<file path="src/core/cusm_pkg.sv">
// Package: status byte layout, address width, zero constants and states
package cusm_pkg;
    localparam int          STAT_W      = 8;
    localparam int          ADDR_W      = 8;
    localparam int          BIT_ATTN    = 0;
    localparam int          BIT_SMOD    = 1;
    localparam int          BIT_CUEND   = 2;
    localparam int          BIT_BUSY    = 3;
    localparam int          BIT_CHEND   = 4;
    localparam int          BIT_DEVEND  = 5;
    localparam int          BIT_UCHK    = 6;
    localparam int          BIT_UEXC    = 7;
    localparam logic [7:0]  STAT_ZERO   = 8'h00;
    localparam logic [7:0]  ADDR_ZERO   = 8'h00;

    typedef enum logic [3:0] {
        CUSM_IDLE  = 4'h1,
        CUSM_OFFER = 4'h2,
        CUSM_HOLD  = 4'h4,
        CUSM_DONE  = 4'h8
    } cusm_state_e;
endpackage : cusm_pkg

</file>
<file path="src/core/cusm_parity.sv">
// Odd parity generator for one status byte
module cusm_parity
    import cusm_pkg::*;
#(
    parameter int W = STAT_W
) (
    // Data in
    input  wire logic [W-1:0] data_i,
    // Parity out
    output logic              par_o
);
    // Odd parity: bit set when the byte holds an even number of ones
    assign par_o = ~(^data_i);
endmodule : cusm_parity

</file>
<file path="src/core/cusm_status_ctrl.sv">
// Control-unit status modifier and control-unit-end logic
module cusm_status_ctrl
    import cusm_pkg::*;
#(
    parameter bit CU_BUSY_CAPABLE = 1'b1,
    parameter bit TIO_CAPABLE     = 1'b1,
    parameter bit ALLOW_OTHER_DEV = 1'b1
) (
    // Clock and reset
    input  wire logic              clock_i,
    input  wire logic              rst_n_i,
    // Initial selection / short busy from the channel side
    input  wire logic              sel_req_i,
    input  wire logic              sel_tio_i,
    input  wire logic [ADDR_W-1:0] sel_addr_i,
    // Control unit and device conditions
    input  wire logic              cu_busy_i,
    input  wire logic              dev_busy_i,
    input  wire logic              op_active_i,
    input  wire logic [ADDR_W-1:0] op_addr_i,
    input  wire logic              chend_ev_i,
    input  wire logic              devend_ev_i,
    input  wire logic              ready_ev_i,
    input  wire logic              special_end_i,
    input  wire logic              retry_req_i,
    input  wire logic              special_cond_i,
    input  wire logic              unusual_i,
    input  wire logic [ADDR_W-1:0] free_addr_i,
    // Channel acceptance of presented status
    input  wire logic              stat_accept_i,
    // Status towards the channel
    output logic                   stat_valid_o,
    output logic [STAT_W-1:0]      stat_byte_o,
    output logic                   stat_par_o,
    output logic [ADDR_W-1:0]      stat_addr_o,
    output logic                   stat_self_init_o,
    output logic                   chain_sup_o,
    // Control unit state
    output logic                   cuend_pend_o,
    output logic                   sel_allow_o
);
    cusm_state_e       state_ff, nxt_state;
    logic [STAT_W-1:0] stat_ff, nxt_stat;
    logic [ADDR_W-1:0] addr_ff, nxt_addr;
    logic              self_ff, nxt_self;
    logic              pend_ff;
    logic              ce_seen_ff;
    logic              par_ff;
    logic              chain_ff;
    logic              allow_ff;
    logic              par_w;

    // Selection answer decode
    wire sel_tio_refuse = sel_req_i & sel_tio_i & ~TIO_CAPABLE;
    wire sel_cu_busy    = sel_req_i & cu_busy_i & CU_BUSY_CAPABLE;
    wire cu_free        = ~cu_busy_i;
    // A busy period ends with the pending flag set: answer owed
    wire cuend_due      = pend_ff & cu_free & CU_BUSY_CAPABLE;
    // Unusual condition counts only once channel end went out
    wire unusual_cu     = unusual_i & cu_busy_i & ce_seen_ff & CU_BUSY_CAPABLE;
    wire op_status      = chend_ev_i | devend_ev_i | ready_ev_i | special_end_i
                          | retry_req_i | special_cond_i;
    wire idle_w         = (state_ff == CUSM_IDLE);

    // Status byte for a self-initiated presentation
    logic [STAT_W-1:0] self_byte;
    always_comb begin
        self_byte = STAT_ZERO;
        self_byte[BIT_CHEND]  = chend_ev_i | retry_req_i;
        self_byte[BIT_DEVEND] = devend_ev_i | ready_ev_i | special_end_i;
        self_byte[BIT_ATTN]   = ready_ev_i;
        self_byte[BIT_UEXC]   = ready_ev_i;
        self_byte[BIT_UCHK]   = retry_req_i | unusual_cu;
        self_byte[BIT_SMOD]   = special_end_i | retry_req_i | special_cond_i;
        self_byte[BIT_CUEND]  = cuend_due | unusual_cu;
    end

    always_comb begin
        nxt_state = state_ff;
        nxt_stat  = stat_ff;
        nxt_addr  = addr_ff;
        nxt_self  = self_ff;
        case (state_ff)
            CUSM_IDLE: begin
                if (sel_tio_refuse) begin
                    // Pending status untouched and not reported here
                    nxt_stat  = STAT_ZERO;
                    nxt_stat[BIT_SMOD] = 1'b1;
                    nxt_addr  = sel_addr_i;
                    nxt_self  = 1'b0;
                    nxt_state = CUSM_OFFER;
                end else if (sel_cu_busy) begin
                    nxt_stat  = STAT_ZERO;
                    nxt_stat[BIT_SMOD] = 1'b1;
                    nxt_stat[BIT_BUSY] = 1'b1;
                    nxt_addr  = sel_addr_i;
                    nxt_self  = 1'b0;
                    nxt_state = CUSM_OFFER;
                end else if (sel_req_i & cuend_due) begin
                    // Selection after the busy period: deliver owed CU end
                    nxt_stat  = STAT_ZERO;
                    nxt_stat[BIT_CUEND] = 1'b1;
                    nxt_addr  = sel_addr_i;
                    nxt_self  = 1'b0;
                    nxt_state = CUSM_OFFER;
                end else if (~sel_req_i & (op_status | cuend_due | unusual_cu)) begin
                    // Self-initiated status, taken only when no selection is requested
                    nxt_stat  = self_byte;
                    nxt_addr  = (chend_ev_i | devend_ev_i) ? op_addr_i : free_addr_i;
                    nxt_self  = 1'b1;
                    nxt_state = CUSM_OFFER;
                end
            end
            CUSM_OFFER: begin
                nxt_state = CUSM_HOLD;
            end
            CUSM_HOLD: begin
                if (stat_accept_i) begin
                    nxt_stat  = STAT_ZERO;
                    nxt_state = CUSM_DONE;
                end
            end
            CUSM_DONE: begin
                nxt_state = CUSM_IDLE;
            end
            default: begin
                nxt_state = CUSM_IDLE;
                nxt_stat  = STAT_ZERO;
            end
        endcase
    end

    cusm_parity #(.W(STAT_W)) u_par (
        .data_i (nxt_stat),
        .par_o  (par_w)
    );

    // Accepted CU end, and the busy answer that sets the flag
    wire cuend_taken = (state_ff == CUSM_HOLD) & stat_accept_i & stat_ff[BIT_CUEND];
    wire busy_given  = idle_w & sel_cu_busy & ~sel_tio_refuse;

    always_ff @(posedge clock_i or negedge rst_n_i) begin
        if (!rst_n_i) begin
            state_ff <= CUSM_IDLE;
            stat_ff  <= STAT_ZERO;
            addr_ff  <= ADDR_ZERO;
            self_ff  <= 1'b0;
            par_ff   <= 1'b1;
        end else begin
            state_ff <= nxt_state;
            stat_ff  <= nxt_stat;
            addr_ff  <= nxt_addr;
            self_ff  <= nxt_self;
            par_ff   <= par_w;
        end
    end

    // Set wins over clear so a busy answer in the accept cycle is kept
    always_ff @(posedge clock_i or negedge rst_n_i) begin
        if (!rst_n_i) begin
            pend_ff <= 1'b0;
        end else if (busy_given) begin
            pend_ff <= 1'b1;
        end else if (cuend_taken) begin
            pend_ff <= 1'b0;
        end
    end

    // Tracks channel end accepted while the operation runs
    always_ff @(posedge clock_i or negedge rst_n_i) begin
        if (!rst_n_i) begin
            ce_seen_ff <= 1'b0;
        end else if ((state_ff == CUSM_HOLD) & stat_accept_i & stat_ff[BIT_CHEND]) begin
            ce_seen_ff <= 1'b1;
        end else if (~op_active_i | cuend_taken) begin
            ce_seen_ff <= 1'b0;
        end
    end

    // Chaining stops whenever CU end or busy is accepted
    always_ff @(posedge clock_i or negedge rst_n_i) begin
        if (!rst_n_i) begin
            chain_ff <= 1'b0;
        end else begin
            chain_ff <= (state_ff == CUSM_HOLD) & stat_accept_i
                        & (stat_ff[BIT_CUEND] | stat_ff[BIT_BUSY]);
        end
    end

    // Other devices may be started while CU end pends, if chosen
    always_ff @(posedge clock_i or negedge rst_n_i) begin
        if (!rst_n_i) begin
            allow_ff <= 1'b1;
        end else begin
            allow_ff <= ~cu_busy_i & ~dev_busy_i & (~pend_ff | ALLOW_OTHER_DEV);
        end
    end

    assign stat_valid_o     = (state_ff == CUSM_HOLD);
    assign stat_byte_o      = stat_ff;
    assign stat_par_o       = par_ff;
    assign stat_addr_o      = addr_ff;
    assign stat_self_init_o = self_ff;
    assign chain_sup_o      = chain_ff;
    assign cuend_pend_o     = pend_ff;
    assign sel_allow_o      = allow_ff;
endmodule : cusm_status_ctrl

</file>
<file path="config.mk">
export PLATFORM = sky130hd
export DESIGN_NAME = cusm_status_ctrl
export DESIGN_NICKNAME = d
export VERILOG_FILES = /design/src/core/cusm_pkg.sv /design/src/core/cusm_parity.sv /design/src/core/cusm_status_ctrl.sv
export SDC_FILE = /design/constraint.sdc
export NUM_CORES = 1
export LEC_CHECK = 0
export BUFFER_PORTS_ARGS = -buffer_cell sky130_fd_sc_hd__buf_2
export CORE_MARGIN = 2
export CORE_UTILIZATION = 43
export DETAILED_ROUTE_END_ITERATION = 6
export HOLD_SLACK_MARGIN = 0.02
export PLACE_DENSITY_LB_ADDON = 0.3
export REMOVE_ABC_BUFFERS = 1
export SLEW_MARGIN = 40
export SYNTH_ARGS = -nofsm -noshare
export SYNTH_HDL_FRONTEND = slang
export SYNTH_SLANG_ARGS = --single-unit
</file>
<file path="constraint.sdc">
create_clock -name clock_i -period 1.8 [get_ports clock_i]
set_input_delay 0.27 -clock clock_i [delete_from_list [all_inputs] [get_ports clock_i]]
set_output_delay 0.27 -clock clock_i [all_outputs]
set_load 0.01 [all_outputs]
</file>
# After elaboration in Yosys (flattened, before gate mapping)
# Index checks and enable logic that the tools add are counted.
[classes]
n_reduce_logical = 7
bitwise_logic = 33
n_mux = 21
eq_ne = 6
[ops]
columns = ["cell", "count"]
rows = [
  ["8-bit two-way mux", 8],
  ["8-bit one-hot mux with 3 select lines", 1],
  ["4-bit two-way mux", 4],
  ["1-bit bitwise OR", 16],
  ["1-bit AND", 12],
  ["4-bit one-hot mux with 3 select lines", 1],
  ["8-bit XOR reduction", 1],
  ["1-bit two-way mux", 7],
  ["1-bit NOT", 5],
  ["4-bit by 1-bit equality test with 1-bit output, second input constant", 1],
  ["4-bit by 2-bit equality test with 1-bit output, second input constant", 1],
  ["4-bit by 3-bit equality test with 1-bit output, second input constant", 1],
  ["4-bit equality test, second input constant", 1],
  ["4-bit by 2-bit inequality test with 1-bit output, second input constant", 1],
  ["2-bit AND reduction", 2],
  ["2-bit nonzero test", 2],
  ["3-bit nonzero test", 1],
  ["2-bit inequality test, second input constant", 1],
  ["2-bit OR reduction", 1],
]
[totals]
elab_cells = 76
input_bits = 39
output_inout_bits = 22
register_bits = 26

# Depth between registers and ports, before layout
# Gate-level depths: netlist of the first run.
[depth]
ltp_word = 14
depth_mapped = 8
mapped_depth_nobuf = 7

# Hierarchy
# From an unflattened synthesis of the first run, not the netlist that was laid out.
[unflattened]
hier_cells = 126
area_unflattened_um2 = 1325.0
[modules_own_cells]
columns = ["mod", "seq_area_each_um2", "instances", "area_per_inst_um2", "cells_per_inst"]
rows = [
  ["cusm_status_ctrl", 654.4, 1, 1263.7, 119],
  ["cusm_parity", 0.0, 1, 61.3, 7],
]

# Least setup slack after synthesis of the first run
# OpenSTA, ideal clock, no wires.
[synth_timing]
path_kind = "reg-to-reg"
startpoint = "register state_ff[0]"
endpoint = "register addr_ff[0] (netlist: stat_addr_o[0])"
period_less_slack_ps = 1866
slack_ps = -66
path_stages_with_launch = 9
n_path_buf = 1
setup_ps = 136
required_ps = 1664
arrival_time_ps = 1730
path_cell_list = "dfstp_2 > inv_1 > or4_4 > nor2_1 > and2_1 > nor2_1 > buf_2 > nand2_1 > o21ai_0"
[synth_between]
elab_chain_len = 2
[synth_rtl]
columns = ["element", "line_no", "rtl"]
rows = [
  ["from (decl)", "cusm_status_ctrl.sv:42", "cusm_state_e state_ff, nxt_state;"],
  ["from (signal assigned)", "cusm_status_ctrl.sv:150", "state_ff <= nxt_state;"],
  ["4-bit by 1-bit equality test with 1-bit output", "cusm_status_ctrl.sv:83", "case (state_ff)"],
  ["2-bit AND reduction (no line)", "--", ""],
  ["to (signal assigned)", "cusm_status_ctrl.sv:152", "addr_ff <= nxt_addr;"],
  ["to (decl)", "cusm_status_ctrl.sv:44", "logic [ADDR_W-1:0] addr_ff, nxt_addr;"],
]
# No other way between the ends.
# A chain may end at the register's enable or synchronous reset.

# Worst setup path after layout of the first run
[layout_timing]
startpoint = "register state_ff[0]"
endpoint = "register par_ff (netlist: stat_par_o)"
[layout_between]
elab_chain_len = 5
word_cells_on_any_way = 8
cone_classes = "eq/ne (4); mux (1); bitwise (1); reduce/logical (2)"
[layout_rtl]
columns = ["element", "line_no", "rtl"]
rows = [
  ["4-bit by 2-bit equality test with 1-bit output / 4-bit equality test (equally long branches)", "cusm_status_ctrl.sv:83", ""],
  ["2-bit OR reduction (no line)", "--", ""],
  ["8-bit one-hot mux with 3 select lines (*)", "cusm_status_ctrl.sv:83", ""],
  ["via nxt_stat[3]", "cusm_status_ctrl.sv:43", "logic [STAT_W-1:0] stat_ff, nxt_stat;"],
  ["8-bit XOR reduction (*)", "cusm_parity.sv:13", "assign par_o = ~(^data_i);"],
  ["1-bit NOT (*)", "cusm_parity.sv:13", ""],
  ["via par_w", "cusm_status_ctrl.sv:51", "logic par_w;"],
  ["to (signal assigned)", "cusm_status_ctrl.sv:154", "par_ff <= par_w;"],
  ["to (decl)", "cusm_status_ctrl.sv:48", "logic par_ff;"],
]
# The timed path passes the listed nets; every way through them passes the cells marked *.

==> run summary, run 1 <==
The flow ran to the end, but the final reports show violations. The checks that failed: setup timing. The worst setup path is captured at a flop. After synthesis, the cell types taking the most area are sky130_fd_sc_hd__dfrtp_1 (39%), sky130_fd_sc_hd__o21ai_0 (12%), sky130_fd_sc_hd__nand2_1 (5.9%). Dividing the synthesized area by the synthesized cell count gives 9.22 um^2. The number of global-route vias before repair is 1454. The sequential area share after synthesis is 44.6%. The cell family contributing the most delay on the critical path is flip-flops. The static leakage came out at 1.11 nW. For this run, the total global-route usage over all layers was measured as 21.4%. The wire length reported by the detailed router is 4.13 mm. In the routed layout, each cell is associated on average with a via count of 5.11. The arrival time at the worst endpoint is 2.27 ns. The residual DRC count came out at 0.

The fraction of post-synthesis cell area in the top cell type by area is 39.2%. Detailed routing inserted a total of 1554 vias. In this run, distinct cell masters in the synthesized netlist total 38.

For this block, the initial DRC count from the detailed router was 25. The power density relative to cell area came out at 1470 nW/um^2. The critical-path maximum fanout came out at 5.

During synthesis, Yosys emitted a total of 0 warnings. Clock tree synthesis inserted a total of 3 buffers. The synthesized flop and latch total came out at 26.

Traced cell by cell, the critical path runs through inv_1 -> or4_4 -> buf_4 -> a21oi_1 -> o21ai_0 -> o21ai_0 -> xnor2_1 -> xnor2_1. The worst setup path is of the flop to flop kind. The count of buffers added on input and output ports is 59. The most used flip-flop cell after synthesis is sky130_fd_sc_hd__dfrtp_1. The first global-routing pass estimated 6.71 mm of wire. The maximum clock frequency is 501 MHz. The final global-route overflow total is 0. The number of nets still failing antenna checks after routing came out at 0. For the worst-skew pair, the clock arrives at the later sink with an insertion delay of 0.33 ns. The clock tree buffer depth came out at 2. For the worst setup path, the data required time is 2.07 ns.

0 antenna diodes ended up in the layout. CTS placed an instance of sky130_fd_sc_hd__clkbuf_4 at the clock tree root. The number of levels in the clock H-tree is 1.

The number of antenna violations at the first check in global routing is 0. The worst hold margin is 0.0262 ns. The routed wire length per instance is 13.6 um. The total negative slack came out at -0.786 ns.

The proportion of register bits with asynchronous set or reset after synthesis is 100%. The die height came out at 62.4 um. The number of maximum-capacitance violations came out at 0. The final critical path takes up 111% of the cycle.

The wire-length estimate of the detail-placed layout is 2.96 mm. Summing all placed instances gives a cell area of 1990 um^2. The initial core utilization is 44.3%.

The maximum number of pins on one net before global-route repair is 27. The number of endpoints with negative hold slack in the final report is 0. The post-synthesis instance area came out at 1470 um^2.

The minimum clock period after layout is 2.00 ns. The most numerous cell in the Yosys netlist is sky130_fd_sc_hd__o21ai_0. In the final design database the tool counted 298 nets. IR analysis of the VDD net gives a maximum drop of 0.660 mV. Cells with a size suffix above 1 make up 50.8% of the layout.

After floorplanning, the core was divided into 21 placement rows. The final max-slew violation count came out at 0. The slew of the pin with the lowest slew margin is 0.577 ns.

The largest incremental delay on the critical path is 0.59 ns. In the synthesized netlist, the cells that appear most often are sky130_fd_sc_hd__o21ai_0 (34), sky130_fd_sc_hd__dfrtp_1 (23), sky130_fd_sc_hd__nand2_1 (23). The cell area after layout is 2210 um^2. The instance count of the mapped netlist came out at 159. STA classifies the critical path startpoint as a flop. The die footprint is 3890 um^2. Setup repair after global routing could not meet its margin everywhere. The clock tree from TritonCTS is built.

The clock-pin slew reported for the worst setup and hold paths after clock tree synthesis is 0.14 ns. The synthesized design spends more area on one cell type than any other, namely sky130_fd_sc_hd__dfrtp_1. The die outline width is 62.4 um.

The slowest stage of the critical path belongs to the cell sky130_fd_sc_hd__dfstp_2. The number of fillers in the final layout came out at 299. Between clock sinks in the finished design, the worst skew comes to 0.000966 ns. The path class of the tightest hold or removal check is input pin to flop. In this run, synthesis inferred 0 flip-flops with an integrated enable. The remaining max-slew budget at the tightest pin is 61.5%. The critical path contains buffers and inverters numbering 2 combined. The core footprint came out at 3310 um^2. Relative to the synthesized area, the layout overhead comes to 51.0%.

The final weighted congestion in routability-driven placement came out at 0.857. The first-pass iteration count of the detailed router came out at 5. Setup violations remaining at the end of the flow were counted as 12. The least setup slack across all paths after layout is -0.198 ns. The total clock sinks came out at 26. The I/O pin count is 61.
## sequential cells by signal, summed over array words and instances (netlist names)
register          flops
ce_seen_ff            1
chain_sup_o           1
cuend_pend_o          1
sel_allow_o           1
stat_addr_o           8
stat_byte_o           8
stat_par_o            1
stat_self_init_o      1
state_ff              4
## worst reg2reg max path: stages (launching register included)
cell,delay [ns]
sky130_fd_sc_hd__dfstp_2,0.59
sky130_fd_sc_hd__inv_1,0.06
sky130_fd_sc_hd__or4_4,0.45
sky130_fd_sc_hd__buf_4,0.16
sky130_fd_sc_hd__a21oi_1,0.12
sky130_fd_sc_hd__o21ai_0,0.09
sky130_fd_sc_hd__o21ai_0,0.14
sky130_fd_sc_hd__xnor2_1,0.18
sky130_fd_sc_hd__xnor2_1,0.14
## path summary, 6_finish.rpt
kind | slack [ns] | to | start | depth (start not counted)
max | -0.20 | stat_par_o$_DFF_PN1_ | state_ff[0]$_DFFE_PN1P_ | 8
min | 0.03 | sel_allow_o$_DFF_PN1_ | dev_busy_i | 2
max reg2reg | -0.20 | stat_par_o$_DFF_PN1_ | state_ff[0]$_DFFE_PN1P_ | 8
min reg2reg | 0.50 | stat_addr_o[0]$_DFFE_PN0P_ | stat_addr_o[0]$_DFFE_PN0P_ | 2
max in group asynchronous | 0.94 | state_ff[1]$_DFFE_PN0P_ | rst_n_i | 2
min in group asynchronous | 0.45 | chain_sup_o$_DFF_PN0_ | rst_n_i | 2
## cells by family (layout without fill, tap and decap cells)
family,after synthesis,in the layout,synth area share [%]
simple gates,63,65,22.7
flops,26,26,44.6
compound gates,53,53,24.1
buf+inv,9,106,2.73
xor+xnor,8,8,5.80
## power by group
group | leakage [nW] | switching (W) | total [W] | internal [W]
clock network | 0.0210 | 0.000183 | 0.000307 | 0.000124
logic | 0.764 | 0.000929 | 0.00193 | 0.000997
registers | 0.321 | 0.000182 | 0.00101 | 0.000832
## what timing repair did
item                       CTS  global route
setup endpoints to repair   11            15
resized for setup            7            18
buffers inserted             6             6
hold endpoints to repair    23             0
gates cloned                 0             2
pin swaps                    4             1
hold buffers                 1             0
## cells in the final DEF (no fill, tap or decap), types with 2 or more instances in the layout
master / Yosys / routed
sky130_fd_sc_hd__buf_2: 2 / 59
sky130_fd_sc_hd__buf_4: 1 / 36
sky130_fd_sc_hd__o21ai_0: 34 / 29
sky130_fd_sc_hd__nand2_1: 23 / 22
sky130_fd_sc_hd__dfrtp_1: 23 / 20
sky130_fd_sc_hd__nand3_1: 10 / 10
sky130_fd_sc_hd__o21ai_1: 2 / 7
sky130_fd_sc_hd__nor2_1: 10 / 7
sky130_fd_sc_hd__nor3_1: 5 / 5
sky130_fd_sc_hd__nor2_4: 0 / 5
sky130_fd_sc_hd__a21oi_1: 5 / 5
sky130_fd_sc_hd__xor2_1: 4 / 4
sky130_fd_sc_hd__a22o_1: 3 / 3
sky130_fd_sc_hd__clkbuf_4: 0 / 3
sky130_fd_sc_hd__buf_6: 0 / 3
sky130_fd_sc_hd__dfstp_2: 3 / 3
sky130_fd_sc_hd__dfrtp_2: 0 / 3
sky130_fd_sc_hd__nand2_2: 1 / 2
sky130_fd_sc_hd__inv_1: 2 / 2
sky130_fd_sc_hd__a31oi_1: 2 / 2
sky130_fd_sc_hd__o21a_1: 2 / 2
sky130_fd_sc_hd__xnor2_1: 2 / 2
sky130_fd_sc_hd__xnor2_2: 2 / 2
## cell type report
type | count | area [um^2] | share of cell area (%)
clock buffer | 4 | 36.3 | 1.64
inverter | 3 | 11.3 | 0.508
sequential | 26 | 658 | 29.7
timing repair buffer | 99 | 609 | 27.5
tap | 46 | 57.6 | 2.60
multi-input combinational | 126 | 842 | 38.0
## per-layer routing
metal / part of all wire, % / track usage, %
met5: 0 / 0
met4: 1.6 / 6.39
met3: 3.3 / 3.06
met2: 52 / 36.7
met1: 43 / 28.4
## stage by stage
stage | instances | total power (W) | util [%] | setup WS [ns]
2_1_floorplan | 153 | 0.00192 | - | -0.129
3_3_place_gp | 285 | 0.00248 | 60.2 | -0.181
3_5_place_dp | 285 | 0.00253 | 60.2 | -0.319
4_1_cts | 296 | 0.00297 | 63.6 | -0.183
5_1_grt | 304 | 0.00350 | 66.9 | -0.329
6_report | 304 | 0.00325 | 66.9 | -0.198
Power figures use the tool's default switching activity.
==> inputs of run 2 (changes only) <==
Settings changed: REMOVE_ABC_BUFFERS 1 to not set.
==> run 2 against run 1 <==
The run still ends with setup timing left; global-route usage fell by 1.2 points; non-clock buffer count down 2; fmax rose by 0.64%; largest cell class unchanged.
==> run summary, run 2 (synthesis results as in run 1) <==
The startpoint identified for the worst hold timing path is dev_busy_i. The residual DRC count is 0. The post-synth net total is 198. The signal on the critical path passes through nor4b_4 -> or2b_1 -> nor3_1 -> nor2_2 -> xnor2_2 -> xnor2_1. For this run, the slowest stage of the critical path takes 0.58 ns.

The clock-pin slew reported for the worst setup and hold paths after clock tree synthesis came out at 0.14 ns. The clock root buffer is sky130_fd_sc_hd__clkbuf_4. The worst clock skew is 0.00744 ns. The number of maximum-capacitance violations came out at 0. Setup repair after global routing could not meet its margin everywhere. The number of cells in the design after placement is 288. The number of global-route vias before repair is 1445.

The post-layout net count is 294. The total power of the final layout came out at 0.00295 W. The wire length reported by the detailed router came out at 3.74 mm.

In this run the worst hold path is classified as input pin to flop. The final setup violation count came out at 5. The slew of the pin with the lowest slew margin came out at 0.587 ns. Counting every sink on the clock net gives 26. The clock passes through at most 2 buffers. Dividing the detail-routed via count by the number of cells gives 4.83. The maximum number of pins on one net before global-route repair is 27.

The final weighted congestion in routability-driven placement came out at 0.884. TritonCTS built the clock tree. The kind of cell adding the most delay to the critical path is simple AND/OR/NAND/NOR gates. The die outline width came out at 62.4 um. The worst setup path is captured at a flop.

Measured against its own limit, the worst slew margin works out to 60.9%. In this run, the number of DRC markers left after iteration 0 of detailed routing was 29. The number of endpoints with negative hold slack in the final report is 0. The number of antenna violations at the first check in global routing is 0. The repair_antennas step left the layout with diodes totalling 0.

The total number of placement rows came out at 21. In this run the standard cell core region covers 3310 um^2. In this run the number of H-tree levels came out at 1.

At the worst endpoint, the required time is 2.05 ns. The maximum vdd ir drop came out at 0.608 mV. The die height is 62.4 um. The worst-skew pair later-pin latency came out at 0.31 ns. In the layout the commonest cells are sky130_fd_sc_hd__buf_2 (59), sky130_fd_sc_hd__buf_4 (37), sky130_fd_sc_hd__o21ai_0 (34), sky130_fd_sc_hd__nand2_1 (23), sky130_fd_sc_hd__dfrtp_1 (20). The final cycle utilization of the critical path came out at 110%. The maximum clock frequency is 504 MHz. The number of buffers created by CTS came out at 3. The routed wire length per instance is 12.5 um. The critical-path maximum fanout came out at 4. The final global-route overflow total is 0. The number of nets still failing antenna checks after routing came out at 0.

The checks that failed: setup timing. From synthesis to final layout, the design area changed by 46.4%. The static leakage is 1.07 nW. The kind of start point of the critical path is a flop. The worst register-to-register path ends at stat_par_o$_DFF_PN1_. The arrival time at the worst endpoint is 2.24 ns.

The library cell used most frequently in the layout, excluding fill and tap cells, is sky130_fd_sc_hd__buf_2. The final max-slew violation count came to 0. Counting both buffers and inverters, the worst setup path holds a total of 0. Counting cells, the worst reg-to-reg path comes to 6. The least setup slack across all paths after layout came out at -0.185 ns. The run finished, with violations left. The kind of critical path is flop to flop. The setup slack of the most critical reg-to-reg path came out at -0.18 ns.

The worst register-to-register path begins at state_ff[0]$_DFFE_PN1P_. The capture endpoint of the worst hold path is sel_allow_o$_DFF_PN1_. The global-route wire length before repair came out at 6.48 mm.

The non-filler instance count after layout came out at 300. The total number of vias came out at 1449. The largest individual stage delay along the critical path comes from the cell sky130_fd_sc_hd__dfstp_2. The die footprint came out at 3890 um^2.

The initial core utilization is 44.3%. The HPWL reported at the end of detailed placement is 2.85 mm. The total routing usage reported by global routing is 20.2%. The layout cell share with drive strength beyond 1 came out at 49.6%.

The worst hold path stage count is 2. The utilization after layout is 64.9%. The number of port buffers came out at 59. The minimum clock period after layout came out at 1.98 ns. The power density relative to cell area came out at 1380 nW/um^2. The first-pass iteration count of the detailed router came out at 4. 61 I/O pins were placed.
-- run 2: worst max-delay path by stage --
stage | to | from | cells after the start
finish | stat_par_o$_DFF_PN1_ | state_ff[0]$_DFFE_PN1P_ | 6
global route | stat_par_o$_DFF_PN1_ | state_ff[0]$_DFFE_PN1P_ | 7
CTS | stat_par_o$_DFF_PN1_ | state_ff[0]$_DFFE_PN1P_ | 7
detailed placement | stat_addr_o[6]$_DFFE_PN0P_ | special_end_i | 7
global placement | stat_addr_o[7]$_DFFE_PN0P_ | devend_ev_i | 7
floorplan | stat_addr_o[0]$_DFFE_PN0P_ | state_ff[0]$_DFFE_PN1P_ | 8
-- run 2: metal layers --
layer  vias up  GRT usage, %  wire (um)
li1        756             -          -
met1       660          28.2       1720
met2        31          34.4       1880
met3         2          2.70        125
met4         0          3.33         14
met5         -             0          0
-- run 2: timing repair --
item | CTS | global route
buffers inserted | 4 | 3
endpoints found under the hold margin | 23 | 0
hold buffers | 1 | 0
pin swaps | 5 | 2
setup endpoints to repair | 11 | 15
gates resized for setup | 3 | 8
-- run 2: layout make-up --
type | instances | area, um^2
timing repair buffer | 97 | 583
tap | 46 | 57.6
clock buffer | 4 | 26.3
multi-input combinational | 124 | 811
sequential | 26 | 658
inverter | 3 | 11.3
fill | 321 | 1160
-- run 2: power breakdown --
part           internal (W)  switching [W]  total, W
clock             0.0000865       0.000163  0.000249
combinational      0.000865       0.000818   0.00168
sequential         0.000832       0.000189   0.00102
-- run 2: per-stage QoR --
stage          hold slack (ns)  setup WS [ns]  setup TNS [ns]  instance area (um^2)
4_1_cts                 0.0511         -0.174          -0.174                  2090
2_1_floorplan          -0.0256        -0.0170          -0.142                  1470
3_5_place_dp             0.301         -0.275           -2.41                  2020
5_1_grt                 0.0508         -0.351           -1.03                  2150
3_3_place_gp             0.298         -0.225           -2.05                  2020
6_report                0.0541         -0.185          -0.463                  2150
==> inputs of run 3 (changes only) <==
Settings changed: CAP_MARGIN set to 20, CORE_UTILIZATION 43 to 51, SETUP_SLACK_MARGIN set to 0.5.
Clock period 1.8 ns to 2.3 ns, I/O delays scaled along.
==> run 3 against run 2 <==
The flow now finishes without violations; fmax shrank 3.7%; critical path type unchanged; non-clock buffer count shrank 17; global-route usage grew 6.0 points; critical path depth grew 1; cell count shrank 11%; routed wire length grew 16%; register-to-register slack gained 0.42 ns; clock skew grew 0.0030 ns; largest cell class unchanged; first-iteration DRC count grew 150%.
==> run summary, run 3 (synthesis results as in run 1) <==
The die outline width is 57.6 um. The first detailed-routing pass took 4 iterations. The worst register-to-register path ends at stat_par_o$_DFF_PN1_. The final weighted congestion in routability-driven placement came out at 0.910. Leaving out fill and tap cells, the most frequent cells in the layout are sky130_fd_sc_hd__buf_2 (59), sky130_fd_sc_hd__o21ai_0 (26), sky130_fd_sc_hd__dfrtp_1 (20), sky130_fd_sc_hd__nand2_1 (16), sky130_fd_sc_hd__buf_4 (16). IR analysis of the VDD net gives a maximum drop of 0.817 mV. met2 is the most crowded layer. The kind of critical path is flop to flop. The global-route wire length before repair came out at 6.74 mm. The clock tree buffer depth is 2. The HPWL reported at the end of detailed placement came out at 2.78 mm. The power dissipated by switching net loads is 0.00107 W. The met3 usage is 4.46%. The vias per cell came out at 5.67.

The layout cell share with drive strength beyond 1 is 49.8%. The synthesis-to-layout area growth is 38.7%. The number of fillers in the final layout is 205.

The number of antenna violations at the first check in global routing came out at 0. In this run the static leakage power is 1.00 nW. The maximum clock frequency came out at 485 MHz.

In this run the standard cell core region covers 2730 um^2. The flow ran to the end, and the final reports show no timing, DRC or antenna violations. The worst hold path stage count is 2. For this block, the initial DRC count from the detailed router was 72.

The number of port buffers came out at 59. The arrival time at the worst endpoint came out at 2.34 ns. The number of buffers created by CTS is 3. The internal power contribution is 0.00150 W. At the pin with the least slew margin, the transition time is 0.588 ns. The maximum number of pins on one net before global-route repair is 27.

The final setup violation count is 0. STA classifies the critical path endpoint as a flop. The total routing usage reported by global routing is 26.2%.

Of the total power, combinational logic draws 58.1%. The I/O pin count is 61. Registers are responsible for 32.3% of the overall power. The total clock sinks is 26. The data required time at the worst endpoint came out at 2.58 ns.

The antenna cell count came out at 0. The multi-input gate area in the final layout came out at 818 um^2. The wire length reported by the detailed router came out at 4.35 mm. The final cycle utilization of the critical path is 89.6%. The floorplan step defined a die boundary enclosing 3320 um^2. For the worst flop-to-flop path, the logic depth is 7. The kind of start point of the critical path is a flop.

The worst hold path terminates at sel_allow_o$_DFF_PN1_. The die is 57.6 um tall. The post-layout net count is 277.

The clock tree from TritonCTS is built. The worst-skew pair later-pin latency is 0.35 ns. The total number of vias came out at 1520. The critical-path maximum fanout is 5. The met1 track demand over resource in global routing is 32.9%. The clock-pin slew reported for the worst setup and hold paths after clock tree synthesis is 0.15 ns. In this run the core area contains 19 standard-cell rows. The power density relative to cell area is 1260 nW/um^2. The tree is rooted in a sky130_fd_sc_hd__clkbuf_4. The final global-route overflow total came out at 0. Global routing used 44.0% of the available met2 tracks.

The combined flip-flop and latch cell area is 658 um^2. Setup repair after global routing could not meet its margin everywhere. The post-synth net total is 198. The total negative slack came out at 0 ns. The routed wire length per instance came out at 16.2 um. The library cell used most frequently in the layout, excluding fill and tap cells, is sky130_fd_sc_hd__buf_2. The number of nets still failing antenna checks after routing is 0. After layout, the minimum clock period comes to 2.06 ns. The utilization after layout came out at 74.4%. The initial core utilization came out at 53.6%.

The startpoint identified for the worst hold timing path is dev_busy_i. The clock share of power came out at 9.7%. The startpoint identified for the worst register-to-register timing path is state_ff[0]$_DFFE_PN1P_.

The number of levels in the clock H-tree came out at 1. The remaining max-slew budget at the tightest pin came out at 60.8%. The number of endpoints with negative hold slack in the final report is 0. The number of maximum-capacitance violations is 0. Across the routed clock network, the largest skew measured is 0.0104 ns.

The setup slack of the most critical reg-to-reg path came out at 0.24 ns. The path class of the tightest hold or removal check is input pin to flop. The switching power as a share of total power is 41.6%.

The residual DRC count came out at 0. The final max-slew violation count was 0. The number of global-route vias before repair is 1507.
run 3: changes by cell type in the layout (fill, tap and decap cells not counted), moves of 2 or more:
cell / before / now
sky130_fd_sc_hd__buf_4: 37 / 16
sky130_fd_sc_hd__o21ai_2: 0 / 2
sky130_fd_sc_hd__nand2_2: 1 / 8
sky130_fd_sc_hd__buf_6: 0 / 4
sky130_fd_sc_hd__nand2_1: 23 / 16
sky130_fd_sc_hd__o21ai_0: 34 / 26
sky130_fd_sc_hd__o21ai_1: 2 / 8
run 3: how the worst max path moves through the flow:
stage	from	endpoint	slack (ns)	cells after the start
finish	state_ff[0]$_DFFE_PN1P_	stat_par_o$_DFF_PN1_	0.24	7
global route	state_ff[0]$_DFFE_PN1P_	stat_par_o$_DFF_PN1_	0.17	7
CTS	state_ff[0]$_DFFE_PN1P_	stat_par_o$_DFF_PN1_	0.30	7
detailed placement	devend_ev_i	stat_par_o$_DFF_PN1_	0.14	8
global placement	devend_ev_i	stat_par_o$_DFF_PN1_	0.22	8
floorplan	state_ff[0]$_DFFE_PN1P_	stat_addr_o[0]$_DFFE_PN0P_	0.48	8
run 3: per-stage QoR:
stage	power (W)	hold WS (ns)	instance area [um^2]	std cells	worst slack, ns
after CTS	0.00238	0.111	1970	263	0.299
after global routing	0.00271	0.0879	2030	268	0.166
after detailed placement	0.00187	0.381	1790	245	0.144
after global placement	0.00181	0.367	1790	245	0.220
after floorplan	0.00153	0.0494	1470	159	0.483
final	0.00257	0.0879	2030	268	0.239
run 3: layout make-up:
cell class	count	share of cell area (%)
Tap cell	31	1.91
Sequential cell	26	32.4
Timing Repair Buffer	80	23.1
Multi-Input combinational cell	124	40.2
Clock buffer	4	1.78
Inverter	3	0.554
run 3: what timing repair did:
action                                  in CTS  in global routing
hold endpoints to repair                    23                  0
pin swaps                                    9                  7
cloned                                       2                  0
hold buffers                                 1                  0
buffers inserted                            11                  5
resized for setup                           19                 12
endpoints found under the setup margin      11                 14
run 3: worst max-delay path, stage by stage, from the launching register on:
cell and delay, ns:
sky130_fd_sc_hd__dfstp_2 0.60, sky130_fd_sc_hd__nor4b_4 0.31, sky130_fd_sc_hd__nand2_2 0.16, sky130_fd_sc_hd__o211ai_4 0.30
sky130_fd_sc_hd__o2bb2ai_4 0.17, sky130_fd_sc_hd__xnor2_2 0.15, sky130_fd_sc_hd__xnor2_2 0.13, sky130_fd_sc_hd__xnor2_1 0.16
run 3: routing by layer:
metal	routed length, um	vias to the layer above
met1	1820	730
li1	-	725
met5	0	-
met2	2170	54
met4	115	0
met3	241	11
run 3: power by group through the flow:
stage               clock, W  combinational (W)  sequential (W)
finish              0.000248            0.00149        0.000829
global route        0.000264            0.00160        0.000850
floorplan                  0           0.000684        0.000846
detailed placement         0            0.00105        0.000820
CTS                 0.000240            0.00133        0.000810
global placement           0            0.00101        0.000802
